===== config.mk =====
export PLATFORM = sky130hd
export DESIGN_NAME = adc_seq
export DESIGN_NICKNAME = d
export VERILOG_FILES = /design/src/design/adc_seq_pkg.sv /design/src/design/adc_seq.sv
export VERILOG_INCLUDE_DIRS = /design/src /design/src/design
export SDC_FILE = /design/constraint.sdc
export NUM_CORES = 1
export LEC_CHECK = 0
export ABC_AREA = 1
export BUFFER_PORTS_ARGS = -buffer_cell sky130_fd_sc_hd__clkbuf_2
export CORE_AREA = 2 2 140 142
export CTS_BUF_LIST = sky130_fd_sc_hd__clkbuf_16
export CTS_CLUSTER_SIZE = 12
export DETAILED_ROUTE_END_ITERATION = 12
export DIE_AREA = 0 0 142 144
export PLACE_DENSITY_LB_ADDON = 0.1
export SYNTH_ARGS = -nofsm -noshare
export SYNTH_HDL_FRONTEND = slang
export SYNTH_SLANG_ARGS = --single-unit

===== constraint.sdc =====
create_clock -name CLK -period 5.75 [get_ports CLK]
set_input_delay 0.575 -clock CLK [delete_from_list [all_inputs] [get_ports CLK]]
set_output_delay 0.575 -clock CLK [all_outputs]
set_load 0.005 [all_outputs]

===== src/design/adc_seq_consts.svh =====
// register offsets, field positions, reset values and timing counts of the converter sequencer
// assumes inclusion from the package, the top module and the testbench
`ifndef ADC_SEQ_CONSTS_SVH
`define ADC_SEQ_CONSTS_SVH

// ====================================================================
// register byte offsets
`define OFS_CTRL0 12'h000
`define OFS_CTRL1 12'h004
`define OFS_CTRL2 12'h008
`define OFS_BGAP 12'h00C
`define OFS_PINSEL 12'h010

// ====================================================================
// control register 0 fields and the bandgap register enable bit
`define C0_CHAN_LSB 0
`define C0_START_BIT 4
`define C0_BUSY_BIT 6
`define C0_PWR_BIT 5
`define C0_FLAG_BIT 7
`define BGAP_EN_BIT 0
// control register 1 fields
`define C1_CKDIV_LSB 0
`define C1_SRC_LSB 4
// control register 2 fields
`define C2_GAIN_LSB 0
`define C2_REF_LSB 2
`define C2_AMPIN_BIT 4
`define C2_AMPEN_BIT 7

// ====================================================================
// reset values
`define RST_CTRL0 32'h0000_0000
`define RST_CTRL1 32'h0000_0000
`define RST_CTRL2 32'h0000_0000
`define RST_PINSEL 12'h000

// ====================================================================
// conversion timing in conversion clock periods, and the external channel count
`define SAMPLE_PERIODS 5'h04
`define CONVERT_PERIODS 5'h0C
`define TOTAL_PERIODS 5'h10
`define NUM_CHANNELS 12

`endif


===== src/design/adc_seq_pkg.sv =====
// types shared by the converter sequencer
// assumes the constants header sits beside it
`include "adc_seq_consts.svh"

package adc_seq_pkg;

    typedef enum logic [1:0] {
        REF_SUPPLY,
        REF_EXT_PIN,
        REF_AMP_OUT
    } ref_route_t;

    typedef enum logic [3:0] {
        IN_EXT_CHANNEL,
        IN_SUPPLY,
        IN_SUPPLY_HALF,
        IN_SUPPLY_QUARTER,
        IN_AMP,
        IN_AMP_HALF,
        IN_AMP_QUARTER,
        IN_GROUND
    } in_route_t;

    typedef enum logic [1:0] {
        GAIN_X1000,
        GAIN_X1667,
        GAIN_X2500,
        GAIN_X3333
    } gain_t;

    typedef struct packed {
        ref_route_t ref_route;
        logic ext_ref_connect;
        gain_t gain;
        logic amp_power;
        logic amp_from_bandgap;
        logic amp_pin_connect;
    } ref_ctrl_t;

    typedef struct packed {
        in_route_t in_route;
        logic [11:0] channel_onehot;
    } in_ctrl_t;

endpackage


===== src/design/adc_seq.sv =====
// converter control: reference and input routing, pin override, clock divider, sequencer
// assumes an AXI4-Lite master on CLK and an analog core driven by the routing outputs
`timescale 1ns/100ps
`default_nettype none
`include "adc_seq_consts.svh"

// ====================================================================
module adc_seq
    import adc_seq_pkg::*;
(
    input wire logic CLK,
    input wire logic RST,
    input wire logic [11:0] AWADDR,
    input wire logic AWVALID,
    output logic AWREADY,
    input wire logic [31:0] WDATA,
    input wire logic [3:0] WSTRB,
    input wire logic WVALID,
    output logic WREADY,
    output logic [1:0] BRESP,
    output logic BVALID,
    input wire logic BREADY,
    input wire logic [11:0] ARADDR,
    input wire logic ARVALID,
    output logic ARREADY,
    output logic [31:0] RDATA,
    output logic [1:0] RRESP,
    output logic RVALID,
    input wire logic RREADY,
    input wire logic CONV_DONE_IN,
    output ref_ctrl_t REF_CTRL,
    output in_ctrl_t IN_CTRL,
    output logic CONVERTER_POWER,
    output logic CONV_CLOCK_EN,
    output logic SAMPLE_PHASE,
    output logic CONVERT_PHASE,
    output logic CONV_DONE_IRQ,
    output logic BANDGAP_ENABLE,
    output logic [11:0] PIN_ANALOG_MODE,
    output logic [11:0] PIN_DIGITAL_DISABLE,
    output logic [11:0] PIN_PULLUP_DISCONNECT,
    output logic [11:0] PIN_DIR_INPUT_FORCE
);

    typedef enum logic [1:0] {
        SEQ_IDLE,
        SEQ_SAMPLE,
        SEQ_CONVERT
    } seq_state_t;

    // ====================================================================
    // register state
    logic [3:0] chan_q, chan_d;
    logic start_q, start_d;
    logic pwr_q, pwr_d;
    logic [2:0] ckdiv_q, ckdiv_d;
    logic [3:0] src_q, src_d;
    logic [1:0] gain_q, gain_d;
    logic [1:0] refsel_q, refsel_d;
    logic ampin_q, ampin_d;
    logic ampen_q, ampen_d;
    logic bgap_q, bgap_d;
    logic [11:0] pinsel_q, pinsel_d;
    logic irq_flag_q, irq_flag_d;
    logic aw_hold_q, aw_hold_d;
    logic [11:0] aw_addr_q, aw_addr_d;
    logic w_hold_q, w_hold_d;
    logic [31:0] w_data_q, w_data_d;
    logic [3:0] w_strb_q, w_strb_d;
    logic bvalid_q, bvalid_d;
    logic [1:0] bresp_q, bresp_d;
    logic rvalid_q, rvalid_d;
    logic [1:0] rresp_q, rresp_d;
    logic [31:0] rdata_q, rdata_d;
    logic start_armed_q, start_armed_d;
    logic start_fire;
    logic wr_go, irq_clear;

    // ====================================================================
    // AXI4-Lite write path: address and data taken in either order
    assign wr_go = aw_hold_q && w_hold_q && !bvalid_q;

    always_comb begin
        aw_hold_d = aw_hold_q;
        aw_addr_d = aw_addr_q;
        w_hold_d = w_hold_q;
        w_data_d = w_data_q;
        w_strb_d = w_strb_q;
        bvalid_d = bvalid_q;
        bresp_d = bresp_q;
        chan_d = chan_q;
        start_d = start_q;
        pwr_d = pwr_q;
        ckdiv_d = ckdiv_q;
        src_d = src_q;
        gain_d = gain_q;
        refsel_d = refsel_q;
        ampin_d = ampin_q;
        ampen_d = ampen_q;
        bgap_d = bgap_q;
        pinsel_d = pinsel_q;
        irq_clear = 1'b0;
        if (AWVALID && !aw_hold_q) begin
            aw_hold_d = 1'b1;
            aw_addr_d = AWADDR;
        end
        if (WVALID && !w_hold_q) begin
            w_hold_d = 1'b1;
            w_data_d = WDATA;
            w_strb_d = WSTRB;
        end
        if (bvalid_q && BREADY) begin
            bvalid_d = 1'b0;
        end
        if (wr_go) begin
            aw_hold_d = 1'b0;
            w_hold_d = 1'b0;
            bvalid_d = 1'b1;
            bresp_d = 2'h0;
            if (aw_addr_q == `OFS_CTRL0) begin
                if (w_strb_q[0]) begin
                    chan_d = w_data_q[`C0_CHAN_LSB +: 4];
                    start_d = w_data_q[`C0_START_BIT];
                    pwr_d = w_data_q[`C0_PWR_BIT];
                    irq_clear = !w_data_q[`C0_FLAG_BIT];
                end
            end else if (aw_addr_q == `OFS_CTRL1) begin
                if (w_strb_q[0]) begin
                    ckdiv_d = w_data_q[`C1_CKDIV_LSB +: 3];
                    src_d = w_data_q[`C1_SRC_LSB +: 4];
                end
            end else if (aw_addr_q == `OFS_CTRL2) begin
                if (w_strb_q[0]) begin
                    gain_d = w_data_q[`C2_GAIN_LSB +: 2];
                    refsel_d = w_data_q[`C2_REF_LSB +: 2];
                    ampin_d = w_data_q[`C2_AMPIN_BIT];
                    ampen_d = w_data_q[`C2_AMPEN_BIT];
                end
            end else if (aw_addr_q == `OFS_BGAP) begin
                if (w_strb_q[0]) begin
                    bgap_d = w_data_q[`BGAP_EN_BIT];
                end
            end else if (aw_addr_q == `OFS_PINSEL) begin
                if (w_strb_q[0]) begin
                    pinsel_d[7:0] = w_data_q[7:0];
                end
                if (w_strb_q[1]) begin
                    pinsel_d[11:8] = w_data_q[11:8];
                end
            end else begin
                bresp_d = 2'h3;
            end
        end
    end

    // ====================================================================
    // AXI4-Lite read path
    always_comb begin
        rvalid_d = rvalid_q;
        rresp_d = rresp_q;
        rdata_d = rdata_q;
        if (rvalid_q && RREADY) begin
            rvalid_d = 1'b0;
        end
        if (ARVALID && !rvalid_q) begin
            rvalid_d = 1'b1;
            rresp_d = 2'h0;
            rdata_d = 32'h0000_0000;
            if (ARADDR == `OFS_CTRL0) begin
                rdata_d[`C0_CHAN_LSB +: 4] = chan_q;
                rdata_d[`C0_START_BIT] = start_q;
                rdata_d[`C0_PWR_BIT] = pwr_q;
                rdata_d[`C0_BUSY_BIT] = SAMPLE_PHASE | CONVERT_PHASE;
                rdata_d[`C0_FLAG_BIT] = irq_flag_q;
            end else if (ARADDR == `OFS_CTRL1) begin
                rdata_d[`C1_CKDIV_LSB +: 3] = ckdiv_q;
                rdata_d[`C1_SRC_LSB +: 4] = src_q;
            end else if (ARADDR == `OFS_CTRL2) begin
                rdata_d[`C2_GAIN_LSB +: 2] = gain_q;
                rdata_d[`C2_REF_LSB +: 2] = refsel_q;
                rdata_d[`C2_AMPIN_BIT] = ampin_q;
                rdata_d[`C2_AMPEN_BIT] = ampen_q;
            end else if (ARADDR == `OFS_BGAP) begin
                rdata_d[`BGAP_EN_BIT] = bgap_q;
            end else if (ARADDR == `OFS_PINSEL) begin
                rdata_d[11:0] = pinsel_q;
            end else begin
                rresp_d = 2'h3;
            end
        end
    end

    // ====================================================================
    // start pulse detection: a high seen arms, the next low then fires
    always_comb begin
        start_armed_d = start_armed_q;
        start_fire = 1'b0;
        if (start_q) begin
            start_armed_d = 1'b1;
        end else if (start_armed_q) begin
            start_armed_d = 1'b0;
            start_fire = 1'b1;
        end
    end

    // ====================================================================
    // free-running divider producing one enable per period
    logic [6:0] div_q, div_d;
    logic [6:0] div_mask;
    logic tick;

    always_comb begin
        div_mask = 7'(8'h01 << ckdiv_q) - 7'h01;
        tick = ((div_q & div_mask) == div_mask);
        div_d = div_q + 7'h01;
    end

    // ====================================================================
    // conversion sequencer
    seq_state_t st_q, st_d;
    logic [4:0] cnt_q, cnt_d;
    logic done;

    always_comb begin
        st_d = st_q;
        cnt_d = cnt_q;
        done = 1'b0;
        case (st_q)
            SEQ_IDLE: begin
                cnt_d = 5'h00;
                if (start_fire && pwr_q) begin
                    st_d = SEQ_SAMPLE;
                end
            end
            SEQ_SAMPLE: begin
                if (tick) begin
                    cnt_d = cnt_q + 5'h01;
                    if (cnt_q == `SAMPLE_PERIODS - 5'h01) begin
                        st_d = SEQ_CONVERT;
                    end
                end
            end
            SEQ_CONVERT: begin
                if (tick) begin
                    cnt_d = cnt_q + 5'h01;
                    if (cnt_q == `TOTAL_PERIODS - 5'h01) begin
                        st_d = SEQ_IDLE;
                        done = 1'b1;
                    end
                end
            end
            default: begin
                st_d = SEQ_IDLE;
            end
        endcase
        if (!pwr_q) begin
            st_d = SEQ_IDLE;
            cnt_d = 5'h00;
        end
    end

    // request flag: set wins over software clear
    always_comb begin
        irq_flag_d = irq_flag_q;
        if (irq_clear) begin
            irq_flag_d = 1'b0;
        end
        if (done || CONV_DONE_IN) begin
            irq_flag_d = 1'b1;
        end
    end

    // ====================================================================
    // routing decode
    ref_ctrl_t ref_d;
    in_ctrl_t in_d;
    logic [11:0] pin_an;

    always_comb begin
        ref_d.gain = gain_t'(gain_q);
        ref_d.amp_power = ampen_q;
        ref_d.amp_from_bandgap = ampin_q;
        ref_d.amp_pin_connect = !ampin_q;
        if (refsel_q[1]) begin
            ref_d.ref_route = REF_AMP_OUT;
        end else if (refsel_q[0]) begin
            ref_d.ref_route = REF_EXT_PIN;
        end else begin
            ref_d.ref_route = REF_SUPPLY;
        end
        ref_d.ext_ref_connect = (refsel_q == 2'h1);
        in_d.channel_onehot = 12'h000;
        case (src_q)
            4'h1: in_d.in_route = IN_SUPPLY;
            4'h2: in_d.in_route = IN_SUPPLY_HALF;
            4'h3: in_d.in_route = IN_SUPPLY_QUARTER;
            4'h5: in_d.in_route = IN_AMP;
            4'h6: in_d.in_route = IN_AMP_HALF;
            4'h7: in_d.in_route = IN_AMP_QUARTER;
            4'h8, 4'h9, 4'hA, 4'hB: in_d.in_route = IN_GROUND;
            default: begin
                in_d.in_route = IN_EXT_CHANNEL;
                if (chan_q < 4'hC) begin
                    in_d.channel_onehot = 12'(13'h0001 << chan_q);
                end
            end
        endcase
        pin_an = pinsel_q;
    end

    // ====================================================================
    // registers
    always_ff @(posedge CLK or posedge RST) begin
        if (RST) begin
            aw_hold_q <= 1'b0;
            aw_addr_q <= 12'h000;
            w_hold_q <= 1'b0;
            w_data_q <= 32'h0000_0000;
            w_strb_q <= 4'h0;
            bvalid_q <= 1'b0;
            bresp_q <= 2'h0;
            rvalid_q <= 1'b0;
            rresp_q <= 2'h0;
            rdata_q <= 32'h0000_0000;
            chan_q <= 4'h0;
            start_q <= 1'b0;
            pwr_q <= 1'b0;
            ckdiv_q <= 3'h0;
            src_q <= 4'h0;
            gain_q <= 2'h0;
            refsel_q <= 2'h0;
            ampin_q <= 1'b0;
            ampen_q <= 1'b0;
            bgap_q <= 1'b0;
            pinsel_q <= `RST_PINSEL;
            irq_flag_q <= 1'b0;
            start_armed_q <= 1'b0;
            div_q <= 7'h00;
            st_q <= SEQ_IDLE;
            cnt_q <= 5'h00;
            REF_CTRL <= '0;
            IN_CTRL <= '0;
            CONVERTER_POWER <= 1'b0;
            CONV_CLOCK_EN <= 1'b0;
            SAMPLE_PHASE <= 1'b0;
            CONVERT_PHASE <= 1'b0;
            CONV_DONE_IRQ <= 1'b0;
            BANDGAP_ENABLE <= 1'b0;
            PIN_ANALOG_MODE <= 12'h000;
            PIN_DIGITAL_DISABLE <= 12'h000;
            PIN_PULLUP_DISCONNECT <= 12'h000;
            PIN_DIR_INPUT_FORCE <= 12'h000;
        end else begin
            aw_hold_q <= aw_hold_d;
            aw_addr_q <= aw_addr_d;
            w_hold_q <= w_hold_d;
            w_data_q <= w_data_d;
            w_strb_q <= w_strb_d;
            bvalid_q <= bvalid_d;
            bresp_q <= bresp_d;
            rvalid_q <= rvalid_d;
            rresp_q <= rresp_d;
            rdata_q <= rdata_d;
            chan_q <= chan_d;
            start_q <= start_d;
            pwr_q <= pwr_d;
            ckdiv_q <= ckdiv_d;
            src_q <= src_d;
            gain_q <= gain_d;
            refsel_q <= refsel_d;
            ampin_q <= ampin_d;
            ampen_q <= ampen_d;
            bgap_q <= bgap_d;
            pinsel_q <= pinsel_d;
            irq_flag_q <= irq_flag_d;
            start_armed_q <= start_armed_d;
            div_q <= div_d;
            st_q <= st_d;
            cnt_q <= cnt_d;
            REF_CTRL <= ref_d;
            IN_CTRL <= in_d;
            CONVERTER_POWER <= pwr_d;
            CONV_CLOCK_EN <= tick && (st_q != SEQ_IDLE);
            SAMPLE_PHASE <= (st_d == SEQ_SAMPLE);
            CONVERT_PHASE <= (st_d == SEQ_CONVERT);
            CONV_DONE_IRQ <= irq_flag_d;
            BANDGAP_ENABLE <= bgap_d;
            PIN_ANALOG_MODE <= pin_an;
            PIN_DIGITAL_DISABLE <= pin_an;
            PIN_PULLUP_DISCONNECT <= pin_an;
            PIN_DIR_INPUT_FORCE <= pin_an;
        end
    end

    assign AWREADY = !aw_hold_q;
    assign WREADY = !w_hold_q;
    assign BVALID = bvalid_q;
    assign BRESP = bresp_q;
    assign ARREADY = !rvalid_q;
    assign RVALID = rvalid_q;
    assign RRESP = rresp_q;
    assign RDATA = rdata_q;

endmodule
`default_nettype wire


* Word level (Yosys, flattened, before mapping)
Cells that the tools add are included.
** Operators by class
- Equal/unequal tests :: 28
- Add/subtract/negate cells :: 3
- Bitwise operators :: 6
- Reductions and logical operators :: 35
- Muxes and demuxes :: 57
- Magnitude comparators :: 1
- Shifts and indexed selects :: 2
** Operators with widths (count)
- $eq 12x4->1 const B :: 4
- $mux 12 :: 3
- $mux 2 :: 18
- $eq 12x3->1 const B :: 2
- $eq 12x5->1 const B :: 2
- $logic_not 12->1 :: 2
- $mux 1 :: 23
- $pmux 3 s7 :: 1
- $eq 4x4->1 const B :: 4
- $mux 4 :: 4
- $mux 5 :: 3
- $reduce_and 7->1 :: 2
- $eq 4x3->1 const B :: 3
- $reduce_bool 2->1 :: 6
- $shl 1x4->12 const A :: 1
- $mux 11 :: 1
- $pmux 5 s2 :: 1
- $reduce_or 10->1 :: 1
- $logic_and 1x1->1 :: 9
- $eq 4x2->1 const B :: 2
- $mux 8 :: 1
- $add 7x1->7 const B :: 1
- $and 7x7->7 :: 1
- $eq 7x7->1 :: 1
- 24 further kinds :: 36
** Word-level totals
- Bits of input ports :: 68
- Logic and storage cells :: 171
- Register bits after elaboration :: 133

* Depth between registers and ports, before layout
Gate-level depths: netlist of the first run.
- Depth after elaboration :: 8
- Gate-level depth with buffers :: 16

* Least setup slack after synthesis of the first run
Ideal clock, no wire load.
- Path kind :: register -> register
- From :: reg ckdiv_q[1]
- To :: reg cnt_q[3]
- Path slack :: 3962 ps
- Cell stages (with the launch flop) :: 15
- Arrival :: 1705 ps
- Cells stage by stage :: dfrtp_1 buf_6 nor2_4 nand2_2 ha_1 inv_1 nand2_1 nand2_1 nor2_1 nand2_1 nor3_4 nand2_2 nand2_4 nand3_1 o21ai_0
** On the way
- Longest elaborated chain between the ends :: 6
** RTL lines
- from (decl) :: RTL line adc_seq.sv:56 : logic [2:0] ckdiv_q, ckdiv_d;
- from (signal assigned) :: RTL line adc_seq.sv:367 : ckdiv_q <= ckdiv_d;
- $shl 1x3->7 (*) :: RTL line adc_seq.sv:213 : div_mask = 7'(8'h01 << ckdiv_q) - 7'h01;
- $sub 7x1->7 (*) :: RTL line adc_seq.sv:213
- $and 7x7->7 :: RTL line adc_seq.sv:214 : tick = ((div_q & div_mask) == div_mask);
- $eq 7x7->1 (*) :: RTL line adc_seq.sv:214
- $ne 3x2->1 (no line) (*)
- $reduce_and 2->1 (no line) (*)
- to (signal assigned) :: RTL line adc_seq.sv:379 : cnt_q <= cnt_d;
- to (decl) :: RTL line adc_seq.sv:221 : logic [4:0] cnt_q, cnt_d;
Mark *: on every way between the ends. The rest lies on a longest branch, timed or not.
A chain may end at the register's enable or synchronous reset.

* Worst setup path in the final report of the first run
Ends and elaborated chain as after synthesis.

==> key figures, run 1 <==
Finish
  • Layout cells sized above 1: 29.33%
  • Commonest non-fill, non-tap cells in the layout: 143 x clkbuf_2, 129 x dfrtp_1, 109 x nand2_1, 70 x inv_1, 51 x nor2_1
  • Nets: 820
  • Commonest non-fill, non-tap cell in the layout: clkbuf_2
  • FILL cells: 1937
  • Diode count: 0
  • Area growth syn-to-layout: 19.62%

Floorplanning
  • Die area: 20450 um^2
  • Placeable Area: 19080 um^2
  • Die W: 142 um
  • Cell Rows: 51
  • I/O pins: 187
  • DIE HEIGHT: 144 um
  • Initial Utilization: 31.11%

Power and ir drop
  • Clock network fraction of total power: 42.6%
  • Leak pwr: 3.728 nW
  • Pwr Density: 351.6 nW/um^2
  • Maximum vdd drop: 204.6 uV
  • Sw Share: 27.19%
  • Combinational share of power: 14.4%
  • P_sw: 0.0006788 W
  • Sequential share of power: 43.0%
  • Internal power: 0.001818 W

Synth
  • Mapped cell area: 5936 um^2
  • Sequential area share after synthesis: 54.38%
  • Yosys cell types: 35
  • Post-Syn Instances: 630
  • Top cell type's share of synthesized area: 54.38%
  • Synth Register Bits: 129
  • Yosys warning total: 0
  • Synth area leaders: dfrtp_1 54%, buf_4 7.7%, nand2_1 6.9%
  • Post-synth top area cell: dfrtp_1
  • Mean Syn Cell Area: 9.422 um^2

Timing
  • Slew Viols, Final: 0
  • Post-route minimum period: 2051 ps
  • Slew headroom: 45.10%
  • RSZ-0062 raised after global routing: false
  • Final setup TNS: 0 ps
  • Hold_ws: 310.0 ps
  • Max frequency: 487.6 MHz
  • Worst Tran Pin Value: 823.6 ps
  • Final Skew: 10.49 ps
  • Final setup violation count: 0
  • Fin worst setup slack: 3699 ps
  • Final hold viol count: 0
  • Fin crit share: 35.67%

Clock network
  • Clock Path Buffers: 2
  • H-tree depth: 4
  • CTS hold repair buffers: 0
  • Gates resized, CTS repair: 0
  • CTS tree: done
  • CTS buffer count: 17
  • Post-CTS Setup Inserts: 0
  • Clk sinks: 129
  • Clk Latency, worst-skew pair: 420 ps
  • Root Buffer: clkbuf_16
  • Clock transition at path regs: 60 ps

Status
  • Status: finished, final reports clean

Global routing
  • Initial antenna violation count: 0
  • GRT Resource Usage Total: 14.28%
  • Vias in the first global route: 4286
  • Gr ovfl total: 0
  • First-pass GRT wire length: 22.24 mm
  • Largest net degree at the start of global routing: 68

Setup path
  • Worst R2R Setup Slack: 3700 ps
  • Element type at the critical path end: flip-flop
  • CP startpoint kind: flip-flop
  • Crit path required time: 6090 ps
  • Crit-path max FO: 9
  • Setup CP Type: reg -> reg
  • Critical Path AT: 2390 ps

Drt
  • Post-route ant nets: 0
  • DR pass1 iterations: 4
  • Vias: 4422
  • Vias/cell: 4.444
  • Routed length per placed instance: 14.11 um
  • Total Wirelength: 14.04 mm
  • Drt drc: 0
  • DR iter-0 viols: 224

Place
  • GP Congestion: 0.8081
  • IO Port Bufs: 143
  • Dpl ws: 3538 ps
  • Dpl hpwl: 10.48 mm

Flow run
  • Maximum Capacitance Violations: 0

Worst hold path
  • HP Class: in -> async
-- cells by family after synthesis --
logic type	after synthesis	share of synthesized area (%)
AO/OA/AOI/OAI	83	8.263
XOR/XNOR	6	0.8853
adder cells (fa/ha/maj)	8	1.686
buffers and inverters	143	13.34
flip-flops	129	54.38
multiplexers	10	1.897
other	1	0.06318
AND/OR/NAND/NOR	250	19.48
-- registers in the layout (all words and copies together), names as in the netlist, 2 cells and up --
signal and count:
ckdiv_q 3, RDATA 12, PIN_DIR_INPUT_FORCE 12, cnt_q 5, IN_CTRL 15, gain_q 2, div_q 7, w_strb_q 2
st_q 2, REF_CTRL 7, w_data_q 12, src_q 4, pin_an 12, refsel_q 2, aw_addr_q 12, chan_q 4
-- synth_stat cells --
library cell,n
o31ai_1,2
conb_1,1
nor2_4,3
o21ai_2,14
xor2_1,6
nor3_1,12
nand2_4,1
buf_6,3
o21ai_1,5
nand3_1,42
dfrtp_1,129
a21oi_1,24
or2_4,1
inv_1,69
nor3_2,2
nand2_2,4
buf_4,61
clkbuf_1,3
nor4_1,2
nor3_4,2
buf_2,3
nand3_2,2
a41oi_1,1
mux2_2,10
nor2_2,5
nand4_1,12
ha_1,8
a21boi_0,1
o22ai_1,1
o21ai_0,31
nor2_1,51
o211ai_1,4
nand3b_1,2
inv_2,4
nand2_1,109
-- layer usage --
layer / GRT usage, % / part of all wire, % / up-vias
li1: - / - / 2192
met1: 17.85 / 45 / 2095
met2: 23.80 / 50 / 128
met3: 4.272 / 5.1 / 7
met4: 4.579 / 0.81 / 0
met5: 0 / 0 / -
-- worst max-delay path, cell delays in order, from the launching register on --
cell	delay (ps)
dfrtp_1	500
inv_2	140
nand3_1	90
ha_1	280
inv_1	30
nand2_1	40
nand2_1	40
nor2_1	80
nand2_1	120
nor3_4	260
nand2_2	120
nand2_4	100
nand3_1	80
o21ai_0	90
-- power by group through the flow --
| stage | clock network [W] | logic [W] | registers [W] |
|---|---|---|---|
| finish | 0.00106 | 0.000359 | 0.00107 |
| global placement | 0 | 0.000362 | 0.00109 |
| global route | 0.00113 | 0.000408 | 0.00109 |
| detailed placement | 0 | 0.000369 | 0.00109 |
| floorplan | 0 | 0.000267 | 0.00108 |
| CTS | 0.00109 | 0.000370 | 0.00107 |
-- cell type report --
type | count | area (um^2) | share of cell area (%)
clock inverter | 15 | 151.4 | 2.132
tap | 238 | 297.8 | 4.194
timing repair buffer | 145 | 730.7 | 10.29
multi-input combinational | 378 | 1991 | 28.04
clock buffer | 17 | 425.4 | 5.991
sequential | 129 | 3228 | 45.46
inverter | 73 | 276.5 | 3.894
-- through the flow --
stage	instances	total power, W	util [%]	instance area [um^2]
6_report	995	0.002497	37.22	7101
5_1_grt	995	0.002627	37.22	7101
4_1_cts	995	0.002532	37.22	7101
3_5_place_dp	963	0.001459	34.19	6524
3_3_place_gp	963	0.001448	34.19	6524
2_1_floorplan	650	0.001347	-	6011
-- final timing paths --
kind / start / end / cells past startpoint
min in group CLK: BREADY / BVALID / 2
max reg2reg: ckdiv_q[1] / cnt_q[3] / 13
max in group asynchronous: RST / PIN_DIR_INPUT_FORCE[6] / 3
min: RST / BVALID / 2
max: ckdiv_q[1] / cnt_q[3] / 13
min reg2reg: pin_an[3] / PIN_DIR_INPUT_FORCE[3] / 0
(Power assumes the default switching activity.)
==> run 2: changes to the inputs <==
==> constraint.sdc (replaced) <==
create_clock -name CLK -period 1.9 [get_ports CLK]
set_input_delay 0.19 -clock CLK [delete_from_list [all_inputs] [get_ports CLK]]
set_output_delay 0.19 -clock CLK [all_outputs]
set_load 0.005 [all_outputs]
==> key figures, run 2 (synthesized netlist as in run 1, its figures left out) <==
Status
  • Status: finished, final reports clean (unchanged)

Drt
  • Vias: 4528 (was 4422)
  • Routed length per placed instance: 13.73 um (was 14.11 um)
  • DR iter-0 viols: 223 (was 224)
  • Drt drc: 0 (unchanged)
  • Total Wirelength: 14.05 mm (was 14.04 mm)
  • Vias/cell: 4.426 (was 4.444)
  • Post-route ant nets: 0 (unchanged)
  • DR pass1 iterations: 4 (unchanged)

Power and ir drop
  • Combinational share of power: 15.5% (was 14.4%)
  • Sw Share: 28.30% (was 27.19%)
  • Clock network fraction of total power: 40.6% (was 42.6%)
  • Sequential share of power: 43.9% (was 43.0%)
  • P_sw: 0.002095 W (was 0.0006788 W)
  • Maximum vdd drop: 636.4 uV (was 204.6 uV)
  • Internal power: 0.005308 W (was 0.001818 W)
  • Leak pwr: 3.837 nW (was 3.728 nW)
  • Pwr Density: 1000 nW/um^2 (was 351.6 nW/um^2)

Worst hold path
  • Min-Delay Endpoint: w_strb_q[1]
  • Hold depth: 2
  • Min-delay src: WSTRB[1]
  • HP Class: in -> reg (was in -> async)

Setup path
  • Setup CP Type: reg -> reg (unchanged)
  • CP startpoint: ckdiv_q[1] (unchanged)
  • Critical path's largest stage delay: 440 ps (was 500 ps)
  • Crit-path max FO: 6 (was 9)
  • Element type at the critical path end: flip-flop (unchanged)
  • CP startpoint kind: flip-flop (unchanged)
  • Worst flop-to-flop path startpoint: ckdiv_q[1] (unchanged)
  • Critical-path cell list: nor2_4 > nand2_2 > ha_4 > inv_2 > nand2_1 > nand2_1 > nor2_2 > nand2_2 > nor3_4 > nand2_2 > nand2_4 > nand3_2 > o21ai_1 (was inv_2 > nand3_1 > ha_1 > inv_1 > nand2_1 > nand2_1 > nor2_1 > nand2_1 > nor3_4 > nand2_2 > nand2_4 > nand3_1 > o21ai_0)
  • Critical Path AT: 2220 ps (was 2390 ps)
  • Top delay family on crit path: simple AND/OR/NAND/NOR gates (unchanged)
  • Crit path required time: 2240 ps (was 6090 ps)
  • Reg2reg path depth: 13 (unchanged)
  • Worst Path Buf+Inv: 1 (was 2)
  • Crit-path slowest cell: dfrtp_2 (was dfrtp_1)
  • Worst R2R Setup Slack: 30 ps (was 3700 ps)
  • Most used cell, CP: nand2_2 (was nand2_1)
  • Worst flop-to-flop path endpoint: cnt_q[3] (unchanged)

Place
  • GP Congestion: 0.8369 (was 0.8081)
  • IO Port Bufs: 143 (unchanged)
  • Dpl hpwl: 10.61 mm (was 10.48 mm)
  • Placed Cells: 977 (was 963)
  • Post-DP Area: 6655 um^2 (was 6524 um^2)

Finish
  • Core Util, Final: 38.80% (was 37.22%)
  • Layout cells sized above 1: 32.23% (was 29.33%)
  • Area growth syn-to-layout: 24.70% (was 19.62%)
  • Max reg flops: 15 (unchanged)
  • Register area: 3229 um^2 (was 3228 um^2)
  • Largest reg by FF count: IN_CTRL (unchanged)
  • Layout Cells excl Fill: 1023 (was 995)
  • FILL cells: 1922 (was 1937)
  • Commonest non-fill, non-tap cell in the layout: clkbuf_2 (unchanged)
  • Footprint of the multi-input gates: 2057 um^2 (was 1991 um^2)
  • Nets: 848 (was 820)
  • Diode count: 0 (unchanged)
  • Post-route design area: 7402 um^2 (was 7101 um^2)
  • Commonest non-fill, non-tap cells in the layout: 143 x clkbuf_2, 128 x dfrtp_1, 106 x nand2_1, 67 x inv_1, 50 x nor2_1 (was 143 x clkbuf_2, 129 x dfrtp_1, 109 x nand2_1, 70 x inv_1, 51 x nor2_1)

Timing
  • Fin crit share: 98.52% (was 35.67%)
  • Worst Tran Pin Value: 597.4 ps (was 823.6 ps)
  • Final setup violation count: 0 (unchanged)
  • Slew headroom: 59.80% (was 45.10%)
  • Slew Viols, Final: 0 (unchanged)
  • Final hold viol count: 0 (unchanged)
  • RSZ-0062 raised after global routing: true (was false)
  • Max frequency: 534.2 MHz (was 487.6 MHz)
  • Post-route minimum period: 1872 ps (was 2051 ps)
  • Final Skew: 10.53 ps (was 10.49 ps)

Clock network
  • Root Buffer: clkbuf_16 (unchanged)
  • Clk sinks: 129 (unchanged)
  • CTS tree: done (unchanged)
  • Clock Path Buffers: 2 (unchanged)
  • Clk Latency, worst-skew pair: 420 ps (about the same)
  • CTS buffer count: 17 (unchanged)
  • Clock transition at path regs: 60 ps (about the same)
  • H-tree depth: 4 (unchanged)

Floorplanning
  • I/O pins: 187 (unchanged)
  • Die W: 142 um (unchanged)
  • Cell Rows: 51 (unchanged)
  • Die area: 20450 um^2 (unchanged)
  • DIE HEIGHT: 144 um (unchanged)
  • Initial Utilization: 31.11% (unchanged)
  • Placeable Area: 19080 um^2 (unchanged)

Global routing
  • Gr ovfl total: 0 (unchanged)
  • GRT Resource Usage Total: 14.25% (was 14.28%)
  • Vias in the first global route: 4270 (was 4286)
  • Largest net degree at the start of global routing: 46 (was 68)
  • First-pass GRT wire length: 22.07 mm (was 22.24 mm)
  • Initial antenna violation count: 0 (unchanged)

Flow run
  • Maximum Capacitance Violations: 0 (unchanged)
## run 2: changes by cell type in the layout (fill, tap and decap cells not counted), sizes merged
cell,delta
clkinvlp,+3
dlygate4sd3,+12
bufinv,-2
inv,-1
buf,+16
## run 2: area by class of cell
cell class,instances,area share (%)
clock buffer,17,5.747
clock inverter,15,1.606
inverter,73,3.753
multi-input combinational,378,27.79
sequential,129,43.63
tap,238,4.023
timing repair buffer,173,13.46
## run 2: per-layer routing
metal / vias to the layer above / part of all wire [%] / GRT usage, %
met5: - / 0 / 0
met4: 0 / 1.5 / 5.053
met3: 16 / 5.1 / 4.437
met2: 119 / 47 / 23.01
met1: 2149 / 46 / 18.14
li1: 2244 / - / -
## run 2: worst reg2reg max path, stage by stage (launching register included)
cell and delay [ps]:
dfrtp_2 440, nor2_4 140, nand2_2 80, ha_4 260, inv_2 20, nand2_1 40, nand2_1 50, nor2_2 90
nand2_2 90, nor3_4 190, nand2_2 120, nand2_4 110, nand3_2 60, o21ai_1 90
## run 2: what timing repair did
action,CTS,global route
hold buffers,12,0
resized for setup,3,15
buffers inserted,1,2
hold endpoints to repair,33,0
endpoints found under the setup margin,6,14
pin swaps,2,4
## run 2: how the worst max path moves through the flow
stage                     slack (ps)  cells after the start           end
after floorplan                  110                      1      BRESP[0]
after global placement            -2                     13      cnt_q[3]
after detailed placement         -50                     13      cnt_q[3]
after CTS                          1                     14  SAMPLE_PHASE
after global routing            -120                     14       st_q[0]
final                             30                     13      cnt_q[3]
## run 2: stage by stage
stage	setup TNS (ps)	power, W	setup WS, ps	hold WS (ps)
after floorplan	0	0.004076	112.3	286.4
after global placement	-2.233	0.004418	-2.233	281.3
after detailed placement	-58.01	0.004453	-53.51	283.2
after CTS	0	0.007533	1.099	2.900
after global routing	-714.2	0.007844	-115.6	4.858
final	0	0.007403	28.05	17.64
## run 2: power groups by stage
stage | clock network (W) | logic (W) | registers [W]
after global placement | 0 | 0.00113 | 0.00329
final | 0.00300 | 0.00115 | 0.00325
after CTS | 0.00310 | 0.00118 | 0.00325
after global routing | 0.00324 | 0.00132 | 0.00329
after detailed placement | 0 | 0.00116 | 0.00330
after floorplan | 0 | 0.000808 | 0.00327
